File: src/hw/cecfg_consts.svh
// offsets, field positions, reset values and timing counts of the engine configuration bank
`ifndef CECFG_CONSTS_SVH
`define CECFG_CONSTS_SVH
`define CECFG_ADDR_TSEL 16'h2000
`define CECFG_ADDR_SUM 16'h2001
`define CECFG_ADDR_STAT 16'h2002
`define CECFG_ADDR_REF 16'h2004
`define CECFG_ADDR_RSVD 16'h2005
`define CECFG_ADDR_REV 16'h2006
`define CECFG_ADDR_SSCTL 16'h2070
`define CECFG_ADDR_SSBEG 16'h2071
`define CECFG_ADDR_SSEND 16'h2072
`define CECFG_ADDR_FSEL 16'h20fd
`define CECFG_ADDR_FUSE 16'h20ff
`define CECFG_ADDR_WDCTL 8'he8
`define CECFG_CE_BASE 16'h1000
`define CECFG_CE_LAST 16'h13ff
`define CECFG_ACC_WORD 8'h24
`define CECFG_BIT_WDRST 7
`define CECFG_BIT_WDOVF 2
`define CECFG_BIT_RTMEN 3
`define CECFG_BIT_REFCAL 7
`define CECFG_BIT_REFDIS 3
`define CECFG_BIT_SSEN 7
`define CECFG_BIT_SS10M 6
`define CECFG_FSEL_TRIM 8'h04
`define CECFG_FSEL_BGA 8'h05
`define CECFG_FSEL_BGB 8'h06
`define CECFG_RST_TSEL 4'h0
`define CECFG_RST_SUM 8'h00
`define CECFG_RST_BYTE 8'h00
`define CECFG_REVISION 8'h5a // arbitrary value
`define CECFG_BASE_HZ 32768
`define CECFG_MUX_PERIODS 13
`define CECFG_CONV_PERIODS 12
`define CECFG_CONV_BASE 2
`define CECFG_CONV_PER_MUX 6
`endif

File: src/hw/cecfg_pkg.sv
// types shared by the engine configuration bank
package cecfg_pkg;
   typedef struct packed {
      logic wr;
      logic rd;
      logic [15:0] addr;
      logic [7:0] wdata;
   } cecfg_xram_req_t;
   typedef struct packed {
      logic wr;
      logic [7:0] addr;
      logic [7:0] wdata;
   } cecfg_sfr_req_t;
   typedef struct packed {
      logic ce_word_wr;
      logic [7:0] ce_word_addr;
      logic [31:0] ce_word_data;
   } cecfg_ce_wr_t;
   typedef struct packed {
      logic realtime_monitor_out;
      logic mux_sync;
      logic ten_mhz_clock;
      logic processor_clock;
      logic rtc_tick_clock;
      logic ce_busy;
      logic transfer_busy_event;
      logic [6:0] misc;
   } cecfg_tsrc_t;
   typedef enum logic [1:0] {
      CECFG_SS_IDLE = 2'b00,
      CECFG_SS_SEND = 2'b01,
      CECFG_SS_DONE = 2'b10
   } cecfg_ss_state_t;
endpackage : cecfg_pkg

File: src/hw/cecfg_ce_port.sv
// byte-lane mapping of 32-bit engine words into processor space
`timescale 1ns/1ps
`include "cecfg_consts.svh"
module cecfg_ce_port
   import cecfg_pkg::*;
(
   input wire logic clock,
   input wire logic arst_n,
   input wire cecfg_xram_req_t req,
   input wire logic [15:0] acc_count,
   input wire logic acc_upd,
   output cecfg_ce_wr_t ce_wr,
   output logic hit
);
   logic [15:0] off;
   logic [7:0] word_idx;
   logic [1:0] lane;
   logic [31:0] word_q;
   assign off = req.addr - `CECFG_CE_BASE;
   assign word_idx = off[9:2];
   assign lane = off[1:0];
   assign hit = (req.addr >= `CECFG_CE_BASE) && (req.addr <= `CECFG_CE_LAST);
   // lane 0 is the msb, lane 3 the lsb; word committed on the lsb write
   always_ff @(posedge clock or negedge arst_n) begin
      if (!arst_n) begin
         word_q <= 32'h0000_0000;
         ce_wr <= '0;
      end else begin
         ce_wr.ce_word_wr <= 1'b0;
         if (req.wr && hit) begin // see RULE15
            case (lane)
               2'd0: word_q[31:24] <= req.wdata;
               2'd1: word_q[23:16] <= req.wdata;
               2'd2: word_q[15:8] <= req.wdata;
               default: begin
                  ce_wr.ce_word_wr <= 1'b1; // see RULE14
                  ce_wr.ce_word_addr <= word_idx;
                  ce_wr.ce_word_data <= {word_q[31:8], req.wdata};
               end
            endcase
         end else if (acc_upd) begin
            ce_wr.ce_word_wr <= 1'b1; // see RULE17
            ce_wr.ce_word_addr <= `CECFG_ACC_WORD;
            ce_wr.ce_word_data <= {16'h0000, acc_count};
         end
      end
   end
   AST_CE_LSB_COMMIT: assert property (@(posedge clock) disable iff (!arst_n)
      (req.wr && hit && lane == 2'd3) |=> (ce_wr.ce_word_wr && ce_wr.ce_word_addr == $past(word_idx)))
      else $error("lsb write did not commit engine word"); // see RULE15
   AST_CE_NO_PARTIAL: assert property (@(posedge clock) disable iff (!arst_n)
      (req.wr && hit && lane != 2'd3) |=> !ce_wr.ce_word_wr)
      else $error("partial word committed early"); // see RULE14
endmodule : cecfg_ce_port

File: src/hw/cecfg_bank.sv
// engine configuration and status register bank
`timescale 1ns/1ps
`include "cecfg_consts.svh"
// Operation
// RULE1: serial block runs start through end address; the code starts a block only when end exceeds start
// RULE2: samples equal pre-sample times sum cycles
// RULE3: four-bit selector routes sixteen test sources; the code routes eleven, codes 0 to 3 and 12 read low
// RULE4: fuse select 4,5,6 picks fuse value
// RULE5: fuse readout returns last selected fuse
// RULE6: read-only eight-bit silicon revision
// RULE7: calibration bit routes reference unless disabled
// RULE8: disable bit turns reference off
// RULE9: writing one restarts watchdog count
// RULE10: software writes watchdog byte whole only
// RULE11: overflow flag set on overflow, retained
// RULE12: boot software clears overflow flag
// RULE13: external reset low clears overflow flag
// RULE14: engine words are four-byte two's complement
// RULE15: word n msb at 0x1000 plus 4n
// RULE16: software loads calibration before engine enable
// RULE17: accumulation count mirrored at engine word 36
// RULE18: software prepares environment before engine enable
// RULE19: mux cycle thirteen base periods, twelve converting
// RULE20: default two periods per conversion, six conversions
// RULE21: serial enable switches four segment pins; the code switches the fourth only when ssctl_q[1] is also set
// RULE22: configuration fields hold value until rewritten
module cecfg_bank
   import cecfg_pkg::*;
(
   input wire logic clock,
   input wire logic arst_n,
   input wire logic external_reset_n,
   input wire cecfg_xram_req_t xreq,
   input wire cecfg_sfr_req_t sreq,
   input wire logic watchdog_overflow,
   input wire logic battery_flag_in,
   input wire cecfg_tsrc_t tsrc,
   input wire logic [2:0] three_bit_fuse,
   input wire logic bandgap_fuse_a,
   input wire logic bandgap_fuse_b,
   input wire logic ss_word_done,
   input wire logic base_tick,
   output logic [7:0] rdata,
   output logic rvalid,
   output logic test_output_pin,
   output logic reference_enable,
   output logic reference_to_pin_out,
   output logic watchdog_restart,
   output logic battery_flag_out,
   output logic [3:0] seg_serial_mode,
   output logic ss_active,
   output logic [7:0] ss_word_addr,
   output logic serial_clock_speed_sel,
   output logic conv_strobe,
   output logic mux_cycle_start,
   output cecfg_ce_wr_t ce_wr,
   output logic is_high_accuracy
);
   logic [3:0] test_output_select_q;
   logic [7:0] sum_reg_q;
   logic [7:0] stat_q;
   logic watchdog_overflow_flag_q;
   logic [7:0] ref_q;
   logic [7:0] ssctl_q;
   logic [7:0] serial_block_start_addr_q;
   logic [7:0] serial_block_end_addr_q;
   logic [7:0] fuse_select_q;
   logic [7:0] fuse_readout_d;
   logic [7:0] rdata_d;
   logic [15:0] acc_count_q;
   logic acc_pend_q;
   logic acc_upd_q;
   logic boot_q;
   logic ce_hit;
   logic [15:0] pre_sample_value;
   logic [15:0] acc_product;
   cecfg_ss_state_t ss_state_q;
   logic [3:0] base_cnt_q;
   logic [1:0] conv_cnt_q;
   logic [15:0] tsel;

   function automatic logic wr_at(input logic [15:0] a);
      wr_at = xreq.wr && (xreq.addr == a);
   endfunction : wr_at

   // configuration registers
   always_ff @(posedge clock or negedge arst_n) begin
      if (!arst_n) begin
         test_output_select_q <= `CECFG_RST_TSEL;
         sum_reg_q <= `CECFG_RST_SUM;
         stat_q <= `CECFG_RST_BYTE;
         ref_q <= `CECFG_RST_BYTE;
         ssctl_q <= `CECFG_RST_BYTE;
         serial_block_start_addr_q <= `CECFG_RST_BYTE;
         serial_block_end_addr_q <= `CECFG_RST_BYTE;
         fuse_select_q <= `CECFG_RST_BYTE;
      end else begin
         if (wr_at(`CECFG_ADDR_TSEL)) test_output_select_q <= xreq.wdata[3:0]; // see RULE22
         if (wr_at(`CECFG_ADDR_SUM)) sum_reg_q <= xreq.wdata; // see RULE2
         if (wr_at(`CECFG_ADDR_STAT)) stat_q <= xreq.wdata;
         if (wr_at(`CECFG_ADDR_REF)) ref_q <= xreq.wdata;
         if (wr_at(`CECFG_ADDR_SSCTL)) ssctl_q <= xreq.wdata; // see RULE21
         if (wr_at(`CECFG_ADDR_SSBEG)) serial_block_start_addr_q <= xreq.wdata; // see RULE1
         if (wr_at(`CECFG_ADDR_SSEND)) serial_block_end_addr_q <= xreq.wdata; // see RULE1
         if (wr_at(`CECFG_ADDR_FSEL)) fuse_select_q <= xreq.wdata; // see RULE4
      end
   end

   // overflow flag: cleared by external reset, set beats software clear
   always_ff @(posedge clock or negedge arst_n) begin
      if (!arst_n) begin
         watchdog_overflow_flag_q <= 1'b0;
         battery_flag_out <= 1'b0;
         boot_q <= 1'b0;
      end else begin
         boot_q <= 1'b1;
         if (!external_reset_n) begin
            watchdog_overflow_flag_q <= 1'b0; // see RULE13
         end else if (watchdog_overflow) begin
            watchdog_overflow_flag_q <= 1'b1; // see RULE11
         end else if (wr_at(`CECFG_ADDR_STAT)) begin
            watchdog_overflow_flag_q <= xreq.wdata[`CECFG_BIT_WDOVF]; // see RULE12
         end else if (!boot_q) begin
            // retained level loaded once, on the first edge after reset
            watchdog_overflow_flag_q <= battery_flag_in; // see RULE11
         end
         battery_flag_out <= watchdog_overflow_flag_q;
      end
   end

   // watchdog restart from whole-byte sfr write
   always_ff @(posedge clock or negedge arst_n) begin
      if (!arst_n) begin
         watchdog_restart <= 1'b0;
      end else begin
         watchdog_restart <= sreq.wr && (sreq.addr == `CECFG_ADDR_WDCTL)
                             && sreq.wdata[`CECFG_BIT_WDRST]; // see RULE9
      end
   end

   // fuse readout mux
   always_comb begin
      case (fuse_select_q)
         `CECFG_FSEL_TRIM: fuse_readout_d = {5'h00, three_bit_fuse}; // see RULE5
         `CECFG_FSEL_BGA: fuse_readout_d = {7'h00, bandgap_fuse_a};
         `CECFG_FSEL_BGB: fuse_readout_d = {7'h00, bandgap_fuse_b};
         default: fuse_readout_d = 8'h00;
      endcase
   end

   // read data
   always_comb begin
      case (xreq.addr)
         `CECFG_ADDR_TSEL: rdata_d = {4'h0, test_output_select_q};
         `CECFG_ADDR_SUM: rdata_d = sum_reg_q;
         `CECFG_ADDR_STAT: rdata_d = {stat_q[7:3], watchdog_overflow_flag_q, stat_q[1:0]};
         `CECFG_ADDR_REF: rdata_d = ref_q;
         `CECFG_ADDR_RSVD: rdata_d = 8'h00;
         `CECFG_ADDR_REV: rdata_d = `CECFG_REVISION; // see RULE6
         `CECFG_ADDR_SSCTL: rdata_d = ssctl_q;
         `CECFG_ADDR_SSBEG: rdata_d = serial_block_start_addr_q;
         `CECFG_ADDR_SSEND: rdata_d = serial_block_end_addr_q;
         `CECFG_ADDR_FUSE: rdata_d = fuse_readout_d; // see RULE5
         default: rdata_d = 8'h00;
      endcase
   end

   always_ff @(posedge clock or negedge arst_n) begin
      if (!arst_n) begin
         rdata <= 8'h00;
         rvalid <= 1'b0;
      end else begin
         rdata <= rdata_d; // see RULE22
         rvalid <= xreq.rd;
      end
   end

   // test output selector; analog and reserved codes read low
   genvar gi;
   generate
      for (gi = 0; gi < 16; gi++) begin : g_tsel
         if (gi == 4) assign tsel[gi] = tsrc.realtime_monitor_out;
         else if (gi == 9) assign tsel[gi] = tsrc.mux_sync;
         else if (gi == 10) assign tsel[gi] = tsrc.ten_mhz_clock;
         else if (gi == 11) assign tsel[gi] = tsrc.processor_clock;
         else if (gi == 13) assign tsel[gi] = tsrc.rtc_tick_clock;
         else if (gi == 14) assign tsel[gi] = tsrc.ce_busy;
         else if (gi == 15) assign tsel[gi] = tsrc.transfer_busy_event;
         else if (gi >= 5 && gi <= 8) assign tsel[gi] = tsrc.misc[gi-5];
         else assign tsel[gi] = 1'b0;
      end
   endgenerate

   always_ff @(posedge clock or negedge arst_n) begin
      if (!arst_n) begin
         test_output_pin <= 1'b0;
      end else begin
         test_output_pin <= tsel[test_output_select_q]; // see RULE3
      end
   end

   // reference control
   always_ff @(posedge clock or negedge arst_n) begin
      if (!arst_n) begin
         reference_enable <= 1'b0;
         reference_to_pin_out <= 1'b0;
         is_high_accuracy <= 1'b0;
      end else begin
         reference_enable <= !ref_q[`CECFG_BIT_REFDIS]; // see RULE8
         reference_to_pin_out <= ref_q[`CECFG_BIT_REFCAL]
                                 && !ref_q[`CECFG_BIT_REFDIS]; // see RULE7
         is_high_accuracy <= bandgap_fuse_b; // see RULE5
      end
   end

   // accumulation count, mirrored into engine word two cycles after each sum register write, unless an engine-space write takes that cycle
   assign pre_sample_value = (sum_reg_q[7:6] == 2'd0) ? 16'd42 :
                             (sum_reg_q[7:6] == 2'd1) ? 16'd50 :
                             (sum_reg_q[7:6] == 2'd2) ? 16'd84 : 16'd100;
   assign acc_product = 16'(pre_sample_value * {10'h000, sum_reg_q[5:0]});
   always_ff @(posedge clock or negedge arst_n) begin
      if (!arst_n) begin
         acc_count_q <= 16'h0000;
         acc_pend_q <= 1'b0;
         acc_upd_q <= 1'b0;
      end else begin
         // extra stage so the mirror carries the product of the new value
         acc_pend_q <= wr_at(`CECFG_ADDR_SUM);
         acc_upd_q <= acc_pend_q;
         acc_count_q <= acc_product; // see RULE2
      end
   end

   // serial transfer block walk
   always_ff @(posedge clock or negedge arst_n) begin
      if (!arst_n) begin
         ss_state_q <= CECFG_SS_IDLE;
         ss_word_addr <= 8'h00;
         ss_active <= 1'b0;
         seg_serial_mode <= 4'h0;
         serial_clock_speed_sel <= 1'b0;
      end else begin
         seg_serial_mode <= {4{ssctl_q[`CECFG_BIT_SSEN]}} & {ssctl_q[1], 3'b111}; // see RULE21
         serial_clock_speed_sel <= ssctl_q[`CECFG_BIT_SS10M];
         case (ss_state_q)
            CECFG_SS_IDLE: begin
               if (ssctl_q[`CECFG_BIT_SSEN] && tsrc.ce_busy
                   && serial_block_end_addr_q > serial_block_start_addr_q) begin // see RULE1
                  ss_state_q <= CECFG_SS_SEND;
                  ss_word_addr <= serial_block_start_addr_q;
                  ss_active <= 1'b1;
               end
            end
            CECFG_SS_SEND: begin
               if (ss_word_done) begin
                  if (ss_word_addr == serial_block_end_addr_q) begin
                     ss_state_q <= CECFG_SS_DONE;
                     ss_active <= 1'b0;
                  end else begin
                     ss_word_addr <= ss_word_addr + 8'h01;
                  end
               end
            end
            CECFG_SS_DONE: begin
               if (!tsrc.ce_busy) ss_state_q <= CECFG_SS_IDLE;
            end
            default: ss_state_q <= CECFG_SS_IDLE;
         endcase
      end
   end

   // mux cycle timing on the 32768 Hz base
   always_ff @(posedge clock or negedge arst_n) begin
      if (!arst_n) begin
         base_cnt_q <= 4'h0;
         conv_cnt_q <= 2'd0;
         conv_strobe <= 1'b0;
         mux_cycle_start <= 1'b0;
      end else begin
         conv_strobe <= 1'b0;
         mux_cycle_start <= 1'b0;
         if (base_tick) begin
            if (base_cnt_q == 4'(`CECFG_MUX_PERIODS - 1)) begin // see RULE19
               base_cnt_q <= 4'h0;
               conv_cnt_q <= 2'd0;
               mux_cycle_start <= 1'b1;
            end else begin
               base_cnt_q <= base_cnt_q + 4'h1;
               if (base_cnt_q < 4'(`CECFG_CONV_PERIODS)) begin
                  if (conv_cnt_q == 2'(`CECFG_CONV_BASE - 1)) begin // see RULE20
                     conv_cnt_q <= 2'd0;
                     conv_strobe <= 1'b1;
                  end else begin
                     conv_cnt_q <= conv_cnt_q + 2'd1;
                  end
               end
            end
         end
      end
   end

   cecfg_ce_port u_ce_port (
      .clock(clock),
      .arst_n(arst_n),
      .req(xreq),
      .acc_count(acc_count_q),
      .acc_upd(acc_upd_q),
      .ce_wr(ce_wr),
      .hit(ce_hit)
   );

   AST_REF_PIN: assert property (@(posedge clock) disable iff (!arst_n)
      ref_q[`CECFG_BIT_REFDIS] |=> !reference_to_pin_out)
      else $error("reference reached pin while disabled"); // see RULE7
   AST_REF_OFF: assert property (@(posedge clock) disable iff (!arst_n)
      ref_q[`CECFG_BIT_REFDIS] |=> !reference_enable)
      else $error("reference on while disabled"); // see RULE8
   AST_WD_RESTART: assert property (@(posedge clock) disable iff (!arst_n)
      (sreq.wr && sreq.addr == `CECFG_ADDR_WDCTL && sreq.wdata[7]) |=> watchdog_restart)
      else $error("watchdog restart missed"); // see RULE9
   AST_WATCHDOG_OVERFLOW_FLAG_SET: assert property (@(posedge clock) disable iff (!arst_n)
      (watchdog_overflow && external_reset_n) |=> watchdog_overflow_flag_q)
      else $error("overflow flag not set"); // see RULE11
   AST_WATCHDOG_OVERFLOW_FLAG_CLR: assert property (@(posedge clock) disable iff (!arst_n)
      !external_reset_n |=> !watchdog_overflow_flag_q)
      else $error("overflow flag survived external reset"); // see RULE13
   AST_REV_CONST: assert property (@(posedge clock) disable iff (!arst_n)
      (xreq.addr == `CECFG_ADDR_REV) |=> rdata == `CECFG_REVISION)
      else $error("revision read wrong"); // see RULE6
   AST_FUSE_BGB: assert property (@(posedge clock) disable iff (!arst_n)
      (xreq.addr == `CECFG_ADDR_FUSE && fuse_select_q == 8'h06) |=> rdata == {7'h00, $past(bandgap_fuse_b)})
      else $error("fuse readout wrong"); // see RULE4
   AST_SS_RANGE: assert property (@(posedge clock) disable iff (!arst_n)
      ss_active |-> (ss_word_addr >= serial_block_start_addr_q && ss_word_addr <= serial_block_end_addr_q))
      else $error("serial word outside block"); // see RULE1
   AST_TSEL_MONITOR: assert property (@(posedge clock) disable iff (!arst_n)
      (test_output_select_q == 4'h4) |=> test_output_pin == $past(tsrc.realtime_monitor_out))
      else $error("test output not routing monitor"); // see RULE3
   AST_MUX_BOUND: assert property (@(posedge clock) disable iff (!arst_n)
      base_cnt_q < 4'(`CECFG_MUX_PERIODS))
      else $error("mux cycle overran"); // see RULE19
endmodule : cecfg_bank

File: config.mk
export PLATFORM = sky130hd
export DESIGN_NAME = cecfg_bank
export DESIGN_NICKNAME = d
export VERILOG_FILES = /design/src/hw/cecfg_pkg.sv /design/src/hw/cecfg_ce_port.sv /design/src/hw/cecfg_bank.sv
export VERILOG_INCLUDE_DIRS = /design/src /design/src/hw
export SDC_FILE = /design/constraint.sdc
export NUM_CORES = 1
export LEC_CHECK = 0
export ABC_AREA = 1
export ABC_CLOCK_PERIOD_IN_PS = 4800
export BUFFER_PORTS_ARGS = -buffer_cell sky130_fd_sc_hd__buf_2
export CAP_MARGIN = 20
export CORE_UTILIZATION = 50
export CTS_BUF_LIST = sky130_fd_sc_hd__clkbuf_4 sky130_fd_sc_hd__clkbuf_8
export CTS_CLUSTER_SIZE = 28
export DETAILED_ROUTE_END_ITERATION = 16
export PLACE_DENSITY_LB_ADDON = 0.15
export SLEW_MARGIN = 0
export SYNTH_ARGS = -nofsm -noshare
export SYNTH_HDL_FRONTEND = slang
export SYNTH_HIERARCHICAL = 1
export SYNTH_SLANG_ARGS = --single-unit
File: constraint.sdc
create_clock -name clock -period 4.8 [get_ports clock]
set_input_delay 0.24 -clock clock [delete_from_list [all_inputs] [get_ports clock]]
set_output_delay 0.24 -clock clock [all_outputs]
set_load 0.05 [all_outputs]
==> After elaboration in Yosys (flattened, before gate mapping) <==
Cells that the tools add are included.
{ "word_totals": {"in_bits": 69, "mem_bits_rw": 0, "wordCells": 145, "rom_bits": 0, "latchBits": 0, "memories": 0, "regBits": 181} }
{ "classes": {"mux": 37, "addsub": 4, "eq_ne": 30, "order_cmp": 5, "bitwise": 1, "n_shift": 0, "reduce_logical": 31, "mul": 1, "n_div": 0} }
{ "op_table": {"columns": ["operator", "count"], "rows": [
  ["16-bit by 14-bit == test with 1-bit output, second input constant", 10],
  ["41-bit two-way mux", 3],
  ["8-bit case mux with 9 select lines", 1],
  ["8-bit by 3-bit == test with 1-bit output, second input constant", 3],
  ["8-bit two-way mux", 3],
  ["16-bit by 13-bit >= comparator with 1-bit output, second input constant", 1],
  ["16-bit by 13-bit <= comparator with 1-bit output, second input constant", 1],
  ["8-bit case mux with 2 select lines", 1],
  ["1-bit logical AND", 15],
  ["1-bit two-way mux", 14],
  ["2-bit two-way mux", 7],
  ["7-bit two-way mux", 2],
  ["7-bit by 6-bit multiplier with 13-bit output", 1],
  ["2-bit inequality test, second input constant", 6],
  ["4-bit AND reduction", 3],
  ["2-bit AND reduction", 5],
  ["10-bit by 1-bit subtractor with 10-bit output, second input constant", 1],
  ["3-bit case mux with 3 select lines", 1],
  ["8-bit by 1-bit adder with 8-bit output, second input constant", 1],
  ["2-bit by 1-bit == test with 1-bit output, second input constant", 4],
  ["8-bit == test", 1],
  ["8-bit == test, second input constant", 1],
  ["8-bit > comparator", 1],
  ["2-bit == test, second input constant", 3],
  ["16 further kinds", 20]
]} }

==> Logic depth before layout (Yosys ltp) <==
Gate-level depths: netlist (run 1).
{ "logic_depth": {"ltp_word": 5, "ltp_mapped": 16, "ltp_nobuf": 16} }

==> Modules after synthesis <==
Netlist (run 1), hierarchy kept.
{ "by_module_without_submodules": {"columns": ["module", "cells_each", "instances", "seq_area_each_um2", "area_each_um2"], "rows": [
  ["cecfg_bank", 773, 1, 2802.7, 6361.1],
  ["cecfg_ce_port", 426, 1, 1626.6, 3231.8]
]} }

==> Worst setup path before layout (run 1) <==
Ideal clock, no wire load.
{ "synth_path": {"kind": "register to register", "startpoint": "register sum_reg_q[6]", "endpoint": "register acc_count_q[10]", "required_time_ns": 4.721, "path_stages_with_launch": 17, "n_path_buf": 0, "t_arrival_ns": 4.038, "setup_time_ns": 0.079, "synth_period_minus_slack_ns": 4.117, "path_slack_ns": 0.683, "cell_sequence": "dfrtp_1 -> inv_1 -> ha_1 -> nor2_1 -> inv_1 -> nor2_1 -> inv_1 -> fa_1 -> fa_1 -> fa_1 -> inv_1 -> ha_1 -> nand2_1 -> o21ai_0 -> a21oi_1 -> o21ai_0 -> xor2_1"} }
{ "synth_between": {"elab_chain_cells": 5} }
{ "synth_rtl": {"columns": ["item", "line", "text"], "rows": [
  ["start, declared", "cecfg_bank.sv:60", "logic [7:0] sum_reg_q;"],
  ["start signal, assigned", "cecfg_bank.sv:90", "sum_reg_q <= `CECFG_RST_SUM;"],
  ["start signal, assigned", "cecfg_bank.sv:99", "if (wr_at(`CECFG_ADDR_SUM)) sum_reg_q <= xreq.wdata;"],
  ["2-bit == test", "cecfg_bank.sv:219", "(sum_reg_q[7:6] == 2'd2) ? 16'd84 : 16'd100;"],
  ["6-bit two-way mux", "cecfg_bank.sv:219", null],
  ["7-bit two-way mux", "cecfg_bank.sv:218", "(sum_reg_q[7:6] == 2'd1) ? 16'd50 :"],
  ["7-bit two-way mux *", "cecfg_bank.sv:217", "assign pre_sample_value = (sum_reg_q[7:6] == 2'd0) ? 16'd42 :"],
  ["7-bit by 6-bit multiplier with 13-bit output *", "cecfg_bank.sv:220", "assign acc_product = 16'(pre_sample_value * {10'h000, sum_reg_q[5:0]});"],
  ["named net acc_product[10]", "cecfg_bank.sv:76", "logic [15:0] acc_product;"],
  ["end signal, assigned", "cecfg_bank.sv:230", "acc_count_q <= acc_product;"],
  ["end, declared", "cecfg_bank.sv:70", "logic [15:0] acc_count_q;"]
]} }
The timed path passes the listed nets; every way through them passes the cells marked *.
A chain may end at the register's enable or synchronous reset.

==> Worst setup path after layout (run 1) <==
{ "layout_path": {"startpoint": "register sum_reg_q[7]", "endpoint": "register acc_count_q[10]"} }
Same word-level chain as after synthesis.

==> summary.txt, run 1 <==
Floorplan
  – Initial Utilization: 0.511
  – Core ar.: 0.0188 sq mm
  – Height of the die: 140 microns
  – IO Count: 141
  – FP Rows: 50
  – Die area: 0.0197 sq mm
  – DIE WIDTH: 140 microns

CTS
  – Total CTS buffers: 17
  – H-tree depth: 4
  – Clk Latency, worst-skew pair: 470 ps
  – CTS tree: built
  – Clk sinks: 177
  – Clock-pin slew on the worst setup and hold paths: 100 ps
  – Postcts setup bufs: 0
  – Clk root buf: clkbuf_8
  – CTS Buffer Depth: 2

Power
  – Internal: 2.11 mW
  – Cell Pwr Density: 268 mW/mm^2
  – Clock power frac: 0.374
  – P_sw: 801 uW
  – Total power: 2.91 mW
  – Combinational share of power: 0.090
  – Switching Share: 0.276
  – Peak supply drop: 0.000185 V
  – Sequential share of power: 0.536
  – Static Leak: 6.11 nW

Routing
  – Vias per Instance: 5.08
  – Routed WL: 22600 microns
  – Drt initial violations: 486
  – Pre-antenna DRT Iters: 5
  – ANT nets after route: 0
  – Via count: 7983
  – DR WL/cell: 14.4 microns
  – Drt drc: 0

Final layout
  – Fillers: 1762
  – Final Util: 0.579
  – Area grow syn2layout: 13.3%
  – Share of layout cells above drive strength 1: 0.161
  – Post-route design area: 0.0109 sq mm
  – Final nets: 1444

Placed design
  – I/O Buffers: 130
  – HPWL Detailed: 16300 microns
  – Global placement routability congestion: 0.864
  – Pre-CTS setup slack: 216 ps
  – DP Area: 0.0104 sq mm

STA
  – Clock Skew: 11.7 ps
  – Setup violators final: 0
  – Fin. Hold Viols: 0
  – Final period utilization: 0.902
  – Achievable Freq: 231 MHz
  – Worst Tran Pin Value: 923 ps
  – Worst slew margin: 0.385
  – Post-layout min period: 4330 ps
  – Unrepaired setup endpoints after global routing: false
  – Setup tns final: 0 ps
  – Setup WS post-layout: 472 ps
  – Final Max Tran Viols: 0

GRT
  – First-pass GRT wire length: 37700 microns
  – Vias in the first global route: 7415
  – Total GRT Usage: 0.245
  – Initial antenna violation count: 0
  – Overflow after GRT: 0
  – Largest net degree at the start of global routing: 103

Run
  – Max Cap Viol: 0

Setup path
  – CP Launch Type: flip-flop
  – Crit Path Max Fanout: 7
  – Setup CP Type: flip-flop to flip-flop
  – Crit path capture type: flip-flop
  – CP arrival: 4710 ps
  – WP data required: 5190 ps

Hold path
  – Hold crit path type: input port to flip-flop

Outcome
  – Status: complete, no violations

Synthesis
  – Mapped Area: 0.00959 sq mm
  – Post-synthesis cell count: 1197
  – Mean Syn Cell Area: 8.01 sq um
  – Yosys Warn Count: 6
layout make-up:
cell class	instances	area (sq um)	share of cell area
Clock inverter	13	165	0.0152
Tap cell	234	293	0.0270
Multi-Input combinational cell	813	4290	0.395
Antenna cell	1	2.50	0.000230
Sequential cell	177	4430	0.408
Timing Repair Buffer	141	772	0.0711
Inverter	174	654	0.0602
Clock buffer	19	255	0.0235
per-layer routing:
metal | wire length [microns] | global-route usage | up-vias
li1 | - | - | 4041
met1 | 11200 | 0.362 | 3706
met2 | 9860 | 0.372 | 211
met3 | 1200 | 0.0352 | 25
met4 | 350 | 0.0772 | 0
met5 | 0 | 0 | -
repair_timing:
item	4_1_cts	5_1_grt
setup endpoints to repair	0	2
resized for setup	0	2
hold endpoints to repair	107	0
hold buffers	8	0
state kept, by name (all words and copies together), names as in the netlist, 2 cells and up:
signal / cells
u_ce_port/ce_wr: 41
test_output_select_q: 4
serial_block_end_addr_q: 8
acc_count_q: 12
seg_serial_mode: 2
base_cnt_q: 4
conv_cnt_q: 2
ref_q: 8
serial_block_start_addr_q: 8
ss_word_addr: 8
u_ce_port/word_q: 24
ss_state_q: 2
sum_reg_q: 8
rdata: 8
fuse_select_q: 8
ssctl_q: 8
stat_q: 7
critical path, stage by stage, from the launching register on:
cell and delay [ps]:
dfrtp_1 410, inv_1 80, ha_1 270, nor2_2 270, inv_1 170, nor2_1 210
inv_1 90, fa_1 510, fa_1 520, fa_1 540, inv_1 40, ha_1 360
nand2_1 70, o21ai_1 260, a21oi_1 100, o21ai_0 190, xor2_1 170
final timing paths:
kind | slack, ps | from | depth (start not counted) | endpoint
max | 470 | sum_reg_q[7] | 16 | acc_count_q[10]
min | 30 | xreq[13] | 3 | u_ce_port/ce_wr[35]
max reg2reg | 470 | sum_reg_q[7] | 16 | acc_count_q[10]
min reg2reg | 380 | acc_pend_q | 0 | acc_upd_q
max in group asynchronous | 3390 | arst_n | 3 | serial_block_start_addr_q[3]
min in group asynchronous | 450 | arst_n | 2 | u_ce_port/ce_wr[15]
power by group through the flow:
stage | registers [mW] | logic (mW) | clock network (mW)
finish | 1.56 | 0.261 | 1.09
global route | 1.56 | 0.292 | 1.17
CTS | 1.56 | 0.264 | 1.12
detailed placement | 1.59 | 0.259 | 0
global placement | 1.59 | 0.255 | 0
floorplan | 1.63 | 0.101 | 0
layout by cell type, fill, tap and decap left out, types with 3 or more instances in the layout:
cell / instances
o211ai_1: 3
clkbuf_8: 18
nand3_1: 99
nand3_2: 4
nand4_1: 36
nor2_1: 108
nand2_1: 348
o21ai_1: 53
a21oi_1: 20
inv_1: 161
inv_6: 5
xor2_1: 7
o21ai_2: 8
nand2_2: 10
dfrtp_1: 177
xnor2_1: 7
fa_1: 17
o21ai_0: 25
nor2_2: 6
buf_2: 129
inv_2: 12
o22ai_1: 3
dlygate4sd3_1: 8
conb_1: 5
ha_1: 34
metrics by stage:
step	std cells	hold slack, ps
2_1_floorplan	1200	-55.6
3_3_place_gp	1531	334
3_5_place_dp	1531	347
4_1_cts	1571	12.9
5_1_grt	1571	25.2
6_report	1572	34.3
Note: power is estimated with default switching activity, not from simulation.
==> inputs of run 2 (changes only) <==
CORE_ASPECT_RATIO = 0.8   (was unset)
CORE_UTILIZATION = 57   (was 50)
REMOVE_ABC_BUFFERS = 1   (was unset)
==> run 2 against run 1 <==
  * Sequential power about the same
  * Die area down 12%
  * Global-route usage up 3.3 points
  * Worst setup slack worse by 80 ps
  * Sequential share of layout area up 0.20 points
  * First-iteration DRC count up 37%
  * Wire length down 0.15%
  * Clock power down 5%
  * Largest cell class unchanged
  * Count of clock-buffer cells in the layout unchanged
  * Non-clock buffer count unchanged
  * Highest routed layer unchanged
  * Utilization up 7.6 points
  * Critical path depth unchanged
==> summary.txt, run 2 (synthesized netlist as in run 1, its figures left out) <==
Outcome
  – Status: complete, no violations

Setup path
  – WP data required: 5200 ps
  – CP Launch Type: flip-flop
  – CP arrival: 4800 ps
  – CP Cell Sequence: inv_1 -> ha_1 -> nor2_2 -> inv_1 -> nor2_1 -> inv_1 -> fa_1 -> fa_1 -> fa_1 -> inv_1 -> ha_1 -> nand2_1 -> o21ai_1 -> a21oi_1 -> o21ai_0 -> xor2_1
  – Kind of cell adding the most delay to the critical path: adder cells
  – Slowest-stage cell, CP: fa_1
  – Buffers plus inverters on the worst setup path: 4
  – Setup CP Type: flip-flop to flip-flop
  – Crit Path Max Fanout: 7
  – Most used cell, CP: inv_1
  – Crit path largest cell delay: 540 ps
  – Crit path capture type: flip-flop

Routing
  – Routed WL: 22600 microns
  – Drt initial violations: 668
  – Drt drc: 0
  – Via count: 8147
  – Vias per Instance: 5.23
  – DR WL/cell: 14.5 microns
  – Pre-antenna DRT Iters: 5
  – ANT nets after route: 0

Run
  – Max Cap Viol: 0

Final layout
  – Commonest non-fill, non-tap cell in the layout: nand2_1
  – Final nets: 1444
  – Sequential standard cell area: 0.00443 sq mm
  – Area grow syn2layout: 12.8%
  – Fillers: 1461
  – Largest registers: u_ce_port/ce_wr x41, u_ce_port/word_q x24, acc_count_q x12
  – Most flop-heavy register: u_ce_port/ce_wr
  – Most frequent cells in the layout: 348 x nand2_1, 177 x dfrtp_1, 161 x inv_1
  – Diodes inserted: 0
  – Share of layout cells above drive strength 1: 0.160
  – Multi-input gate area: 0.00429 sq mm
  – Largest register FFs: 41

CTS
  – H-tree depth: 4
  – CTS Buffer Depth: 2
  – CTS tree: built
  – Clk Latency, worst-skew pair: 480 ps
  – Clock-pin slew on the worst setup and hold paths: 100 ps
  – Clk sinks: 177
  – Total CTS buffers: 17
  – Clk root buf: clkbuf_8

Floorplan
  – IO Count: 141
  – Core ar.: 0.0165 sq mm
  – DIE WIDTH: 147 microns
  – Die area: 0.0173 sq mm
  – Height of the die: 118 microns
  – FP Rows: 42
  – Initial Utilization: 0.581

STA
  – Worst slew margin: 0.404
  – Final Max Tran Viols: 0
  – Post-layout min period: 4410 ps
  – Setup WS post-layout: 392 ps
  – Fin. Hold Viols: 0
  – Setup violators final: 0
  – Final period utilization: 0.918
  – Clock Skew: 21.8 ps
  – Achievable Freq: 227 MHz
  – Unrepaired setup endpoints after global routing: false
  – Setup tns final: 0 ps
  – Worst Tran Pin Value: 894 ps

Placed design
  – Global placement routability congestion: 0.874
  – I/O Buffers: 130
  – HPWL Detailed: 16100 microns
  – Pre-CTS setup slack: 170 ps

Power
  – Total power: 2.86 mW
  – Switching Share: 0.281
  – Clock power frac: 0.363
  – Combinational share of power: 0.091
  – Static Leak: 6.08 nW
  – P_sw: 805 uW
  – Peak supply drop: 0.000174 V
  – Internal: 2.05 mW
  – Sequential share of power: 0.546
  – Cell Pwr Density: 265 mW/mm^2

GRT
  – First-pass GRT wire length: 37500 microns
  – Vias in the first global route: 7301
  – Initial antenna violation count: 0
  – Largest net degree at the start of global routing: 101
  – Total GRT Usage: 0.278
  – Overflow after GRT: 0

Hold path
  – Hold crit path type: input port to flip-flop
run 2: final timing paths:
kind,start,to,slack [ps],cells after the start
min in group asynchronous,arst_n,u_ce_port/ce_wr[40],420,2
worst max register to register,sum_reg_q[6],acc_count_q[10],390,16
worst max-delay path,sum_reg_q[6],acc_count_q[10],390,16
max in group asynchronous,arst_n,acc_count_q[1],3280,3
worst min register to register,acc_pend_q,acc_upd_q,350,0
worst min-delay path,xreq[14],u_ce_port/ce_wr[36],30,3
run 2: repair_timing:
| action | 4_1_cts | 5_1_grt |
|---|---|---|
| hold endpoints to repair | 105 | 0 |
| endpoints found under the setup margin | 0 | 2 |
| hold buffers | 9 | 0 |
| buffers inserted | 0 | 0 |
| gates resized for setup | 0 | 2 |
run 2: worst min-delay path, cell delays in order:
cell and delay (ps):
buf_2 130, nand2_1 70, nand2_1 40
run 2: cell type report:
cell class / count / share of cell area
Sequential cell: 177 / 0.410
Multi-Input combinational cell: 813 / 0.397
Timing Repair Buffer: 141 / 0.0705
Inverter: 174 / 0.0605
Tap cell: 220 / 0.0255
Clock buffer: 19 / 0.0236
Clock inverter: 13 / 0.0132
run 2: power groups by stage:
stage | combinational, mW | sequential [mW] | clock [mW]
floorplan | 0.0962 | 1.63 | 0
global placement | 0.253 | 1.59 | 0
detailed placement | 0.258 | 1.59 | 0
CTS | 0.264 | 1.56 | 1.06
global route | 0.292 | 1.57 | 1.12
finish | 0.261 | 1.56 | 1.04
run 2: per-layer routing:
metal / global-route usage / part of all wire / vias to the layer above / wire length [microns]
met4: 0.0773 / 0.016 / 0 / 352
met5: 0 / 0 / - / 0
met2: 0.400 / 0.43 / 271 / 9810
met3: 0.0484 / 0.063 / 28 / 1430
met1: 0.431 / 0.49 / 3831 / 11000
li1: - / - / 4017 / -
run 2: through the flow:
| step | std cells | util | cell area (sq um) | hold WS, ps |
|---|---|---|---|---|
| 2_1_floorplan | 1164 | - | 9370 | -55.6 |
| 3_3_place_gp | 1516 | 0.625 | 10300 | 334 |
| 3_5_place_dp | 1516 | 0.625 | 10300 | 336 |
| 4_1_cts | 1557 | 0.655 | 10800 | 7.81 |
| 5_1_grt | 1557 | 0.655 | 10800 | 20.9 |
| 6_report | 1557 | 0.655 | 10800 | 26.4 |
==> inputs of run 3 (changes only) <==
ABC_AREA = 0   (was 1)
PLACE_DENSITY = 0.77   (was unset)
PLACE_DENSITY_LB_ADDON = unset   (was 0.15)
==> run 3 against run 2 <==
  * Worst setup slack gained 210 ps
  * Combinational power grew 51%
  * Die area fell by 4.6%
  * Fmax up 5.0%
  * First-iteration DRC count down 9.9%
  * Critical path depth down 1
  * Count of clock-buffer cells in the layout down 2
  * Critical endpoint is now acc_count_q[12]
  * Largest power group unchanged
==> summary.txt, run 3 <==
STA
  – Post-layout min period: 4200 ps
  – Final Max Tran Viols: 0
  – Unrepaired setup endpoints after global routing: false
  – Final period utilization: 0.874
  – Setup violators final: 0
  – Worst Tran Pin Value: 974 ps
  – Setup WS post-layout: 603 ps
  – Fin. Hold Viols: 0
  – Achievable Freq: 238 MHz
  – Clock Skew: 17.0 ps
  – Worst slew margin: 0.350

Floorplan
  – Initial Utilization: 0.582
  – DIE WIDTH: 144 microns
  – IO Count: 141
  – Die area: 0.0166 sq mm
  – Height of the die: 115 microns
  – Core ar.: 0.0157 sq mm
  – FP Rows: 41

Routing
  – DR WL/cell: 18.4 microns
  – Drt drc: 0
  – Via count: 7026
  – Drt initial violations: 602
  – Routed WL: 21600 microns
  – ANT nets after route: 0
  – Vias per Instance: 5.96
  – Pre-antenna DRT Iters: 5

Final layout
  – Post-route design area: 0.0105 sq mm
  – Area grow syn2layout: 14.9%
  – Final nets: 1070
  – Fillers: 1232
  – Most frequent cells in the layout: 177 x dfrtp_1, 129 x buf_2, 83 x inv_1
  – Final Util: 0.669
  – Most flop-heavy register: u_ce_port/ce_wr
  – Diodes inserted: 0
  – Largest register FFs: 41
  – Share of layout cells above drive strength 1: 0.283
  – Commonest non-fill, non-tap cell in the layout: dfrtp_1
  – Largest registers: u_ce_port/ce_wr x41, u_ce_port/word_q x24, acc_count_q x12
  – Fin cells: 1178

Hold path
  – Worst Hold Launch: xreq[14]
  – Hold crit path type: input port to flip-flop

Placed design
  – Global placement routability congestion: 0.843
  – I/O Buffers: 130
  – Placed cells: 1137
  – HPWL Detailed: 14800 microns
  – DP Area: 0.0100 sq mm
  – Pre-CTS setup slack: 634 ps

Setup path
  – CP arrival: 4560 ps
  – Setup CP Type: flip-flop to flip-flop
  – Crit path capture type: flip-flop
  – Slowest-stage cell, CP: fa_1
  – Kind of cell adding the most delay to the critical path: adder cells
  – WP data required: 5160 ps
  – CP Cell Sequence: inv_1 -> ha_1 -> nor2_1 -> and2_1 -> inv_1 -> fa_1 -> fa_1 -> inv_1 -> fa_1 -> ha_1 -> a21o_1 -> a21oi_1 -> o21ai_0 -> o41a_1 -> xor2_1
  – Buffers plus inverters on the worst setup path: 3
  – Crit Path Max Fanout: 8
  – CP Launch Type: flip-flop
  – R2r startpoint: sum_reg_q[7]
  – Crit path largest cell delay: 550 ps
  – Setup crit start: sum_reg_q[7]

CTS
  – CTS Buffer Depth: 2
  – CTS tree: built
  – Total CTS buffers: 17
  – CTS Hold Buffers Added: 8
  – Clock-pin slew on the worst setup and hold paths: 110 ps
  – Clk Latency, worst-skew pair: 470 ps
  – Clk root buf: clkbuf_8
  – H-tree depth: 4
  – Clk sinks: 177
  – # resized after CTS: 0
  – Postcts setup bufs: 0

GRT
  – Total GRT Usage: 0.277
  – First-pass GRT wire length: 34900 microns
  – Vias in the first global route: 6648
  – Overflow after GRT: 0
  – Largest net degree at the start of global routing: 85
  – Initial antenna violation count: 0

Power
  – Peak supply drop: 0.000171 V
  – Static Leak: 5.17 nW
  – Cell Pwr Density: 291 mW/mm^2

Synthesis
  – Yosys Warn Count: 6
  – Mapped Area: 0.00914 sq mm
  – Post-synthesis cell count: 820
  – Mean Syn Cell Area: 11.1 sq um

Run
  – Max Cap Viol: 0

Outcome
  – Status: complete, no violations
==> run 3: worst reg2reg max path, cell delays in order, from the launching register on <==
cell and delay [ps]:
dfrtp_1 400, inv_1 90, ha_1 280, nor2_1 150, and2_1 170, inv_1 60, fa_1 490, fa_1 550
inv_1 60, fa_1 470, ha_1 350, a21o_1 170, a21oi_1 220, o21ai_0 160, o41a_1 340, xor2_1 140
==> run 3: cell type report <==
cell class              instances  area [sq um]  share of cell area
flip-flops and latches        177          4430               0.422
multi-input cells             519          4240               0.403
repair buffers                151           837              0.0797
inverters                      84           315              0.0300
well taps                     215           269              0.0256
clock buffers                  17           234              0.0223
clock inverters                15           186              0.0177
==> run 3: path summary, 6_finish.rpt <==
kind	slack (ps)	end	cells after the start
min in group asynchronous	350	u_ce_port/word_q[26]	2
worst min-delay path	40	u_ce_port/ce_wr[36]	3
worst min register to register	390	acc_upd_q	0
worst max register to register	600	acc_count_q[12]	15
max in group asynchronous	3330	acc_count_q[3]	3
worst max-delay path	600	acc_count_q[12]	15
==> run 3: per-stage QoR <==
stage / setup TNS [ps] / power [mW] / hold slack (ps)
after floorplan: -61500 / 1.86 / -55.6
after global placement: 0 / 2.00 / 329
after detailed placement: 0 / 2.02 / 326
after CTS: 0 / 3.08 / 6.06
after global routing: 0 / 3.19 / 31.1
final: 0 / 3.06 / 38.7
==> run 3: report_power, final <==
| part | internal [mW] | switching [mW] | total (mW) | leakage (nW) |
|---|---|---|---|---|
| Clock | 0.447 | 0.620 | 1.07 | 0.210 |
| Combinational | 0.113 | 0.280 | 0.393 | 2.73 |
| Sequential | 1.56 | 0.0432 | 1.60 | 2.23 |
| Total | 2.11 | 0.943 | 3.06 | 5.17 |
==> run 3: layer usage <==
layer / vias to the layer above / wire [microns] / share of wire / track usage
met5: - / 0 / 0 / 0
met4: 0 / 336 / 0.016 / 0.0816
met3: 33 / 1350 / 0.063 / 0.0566
met2: 247 / 9970 / 0.46 / 0.419
met1: 3521 / 9980 / 0.46 / 0.405
li1: 3225 / - / - / -
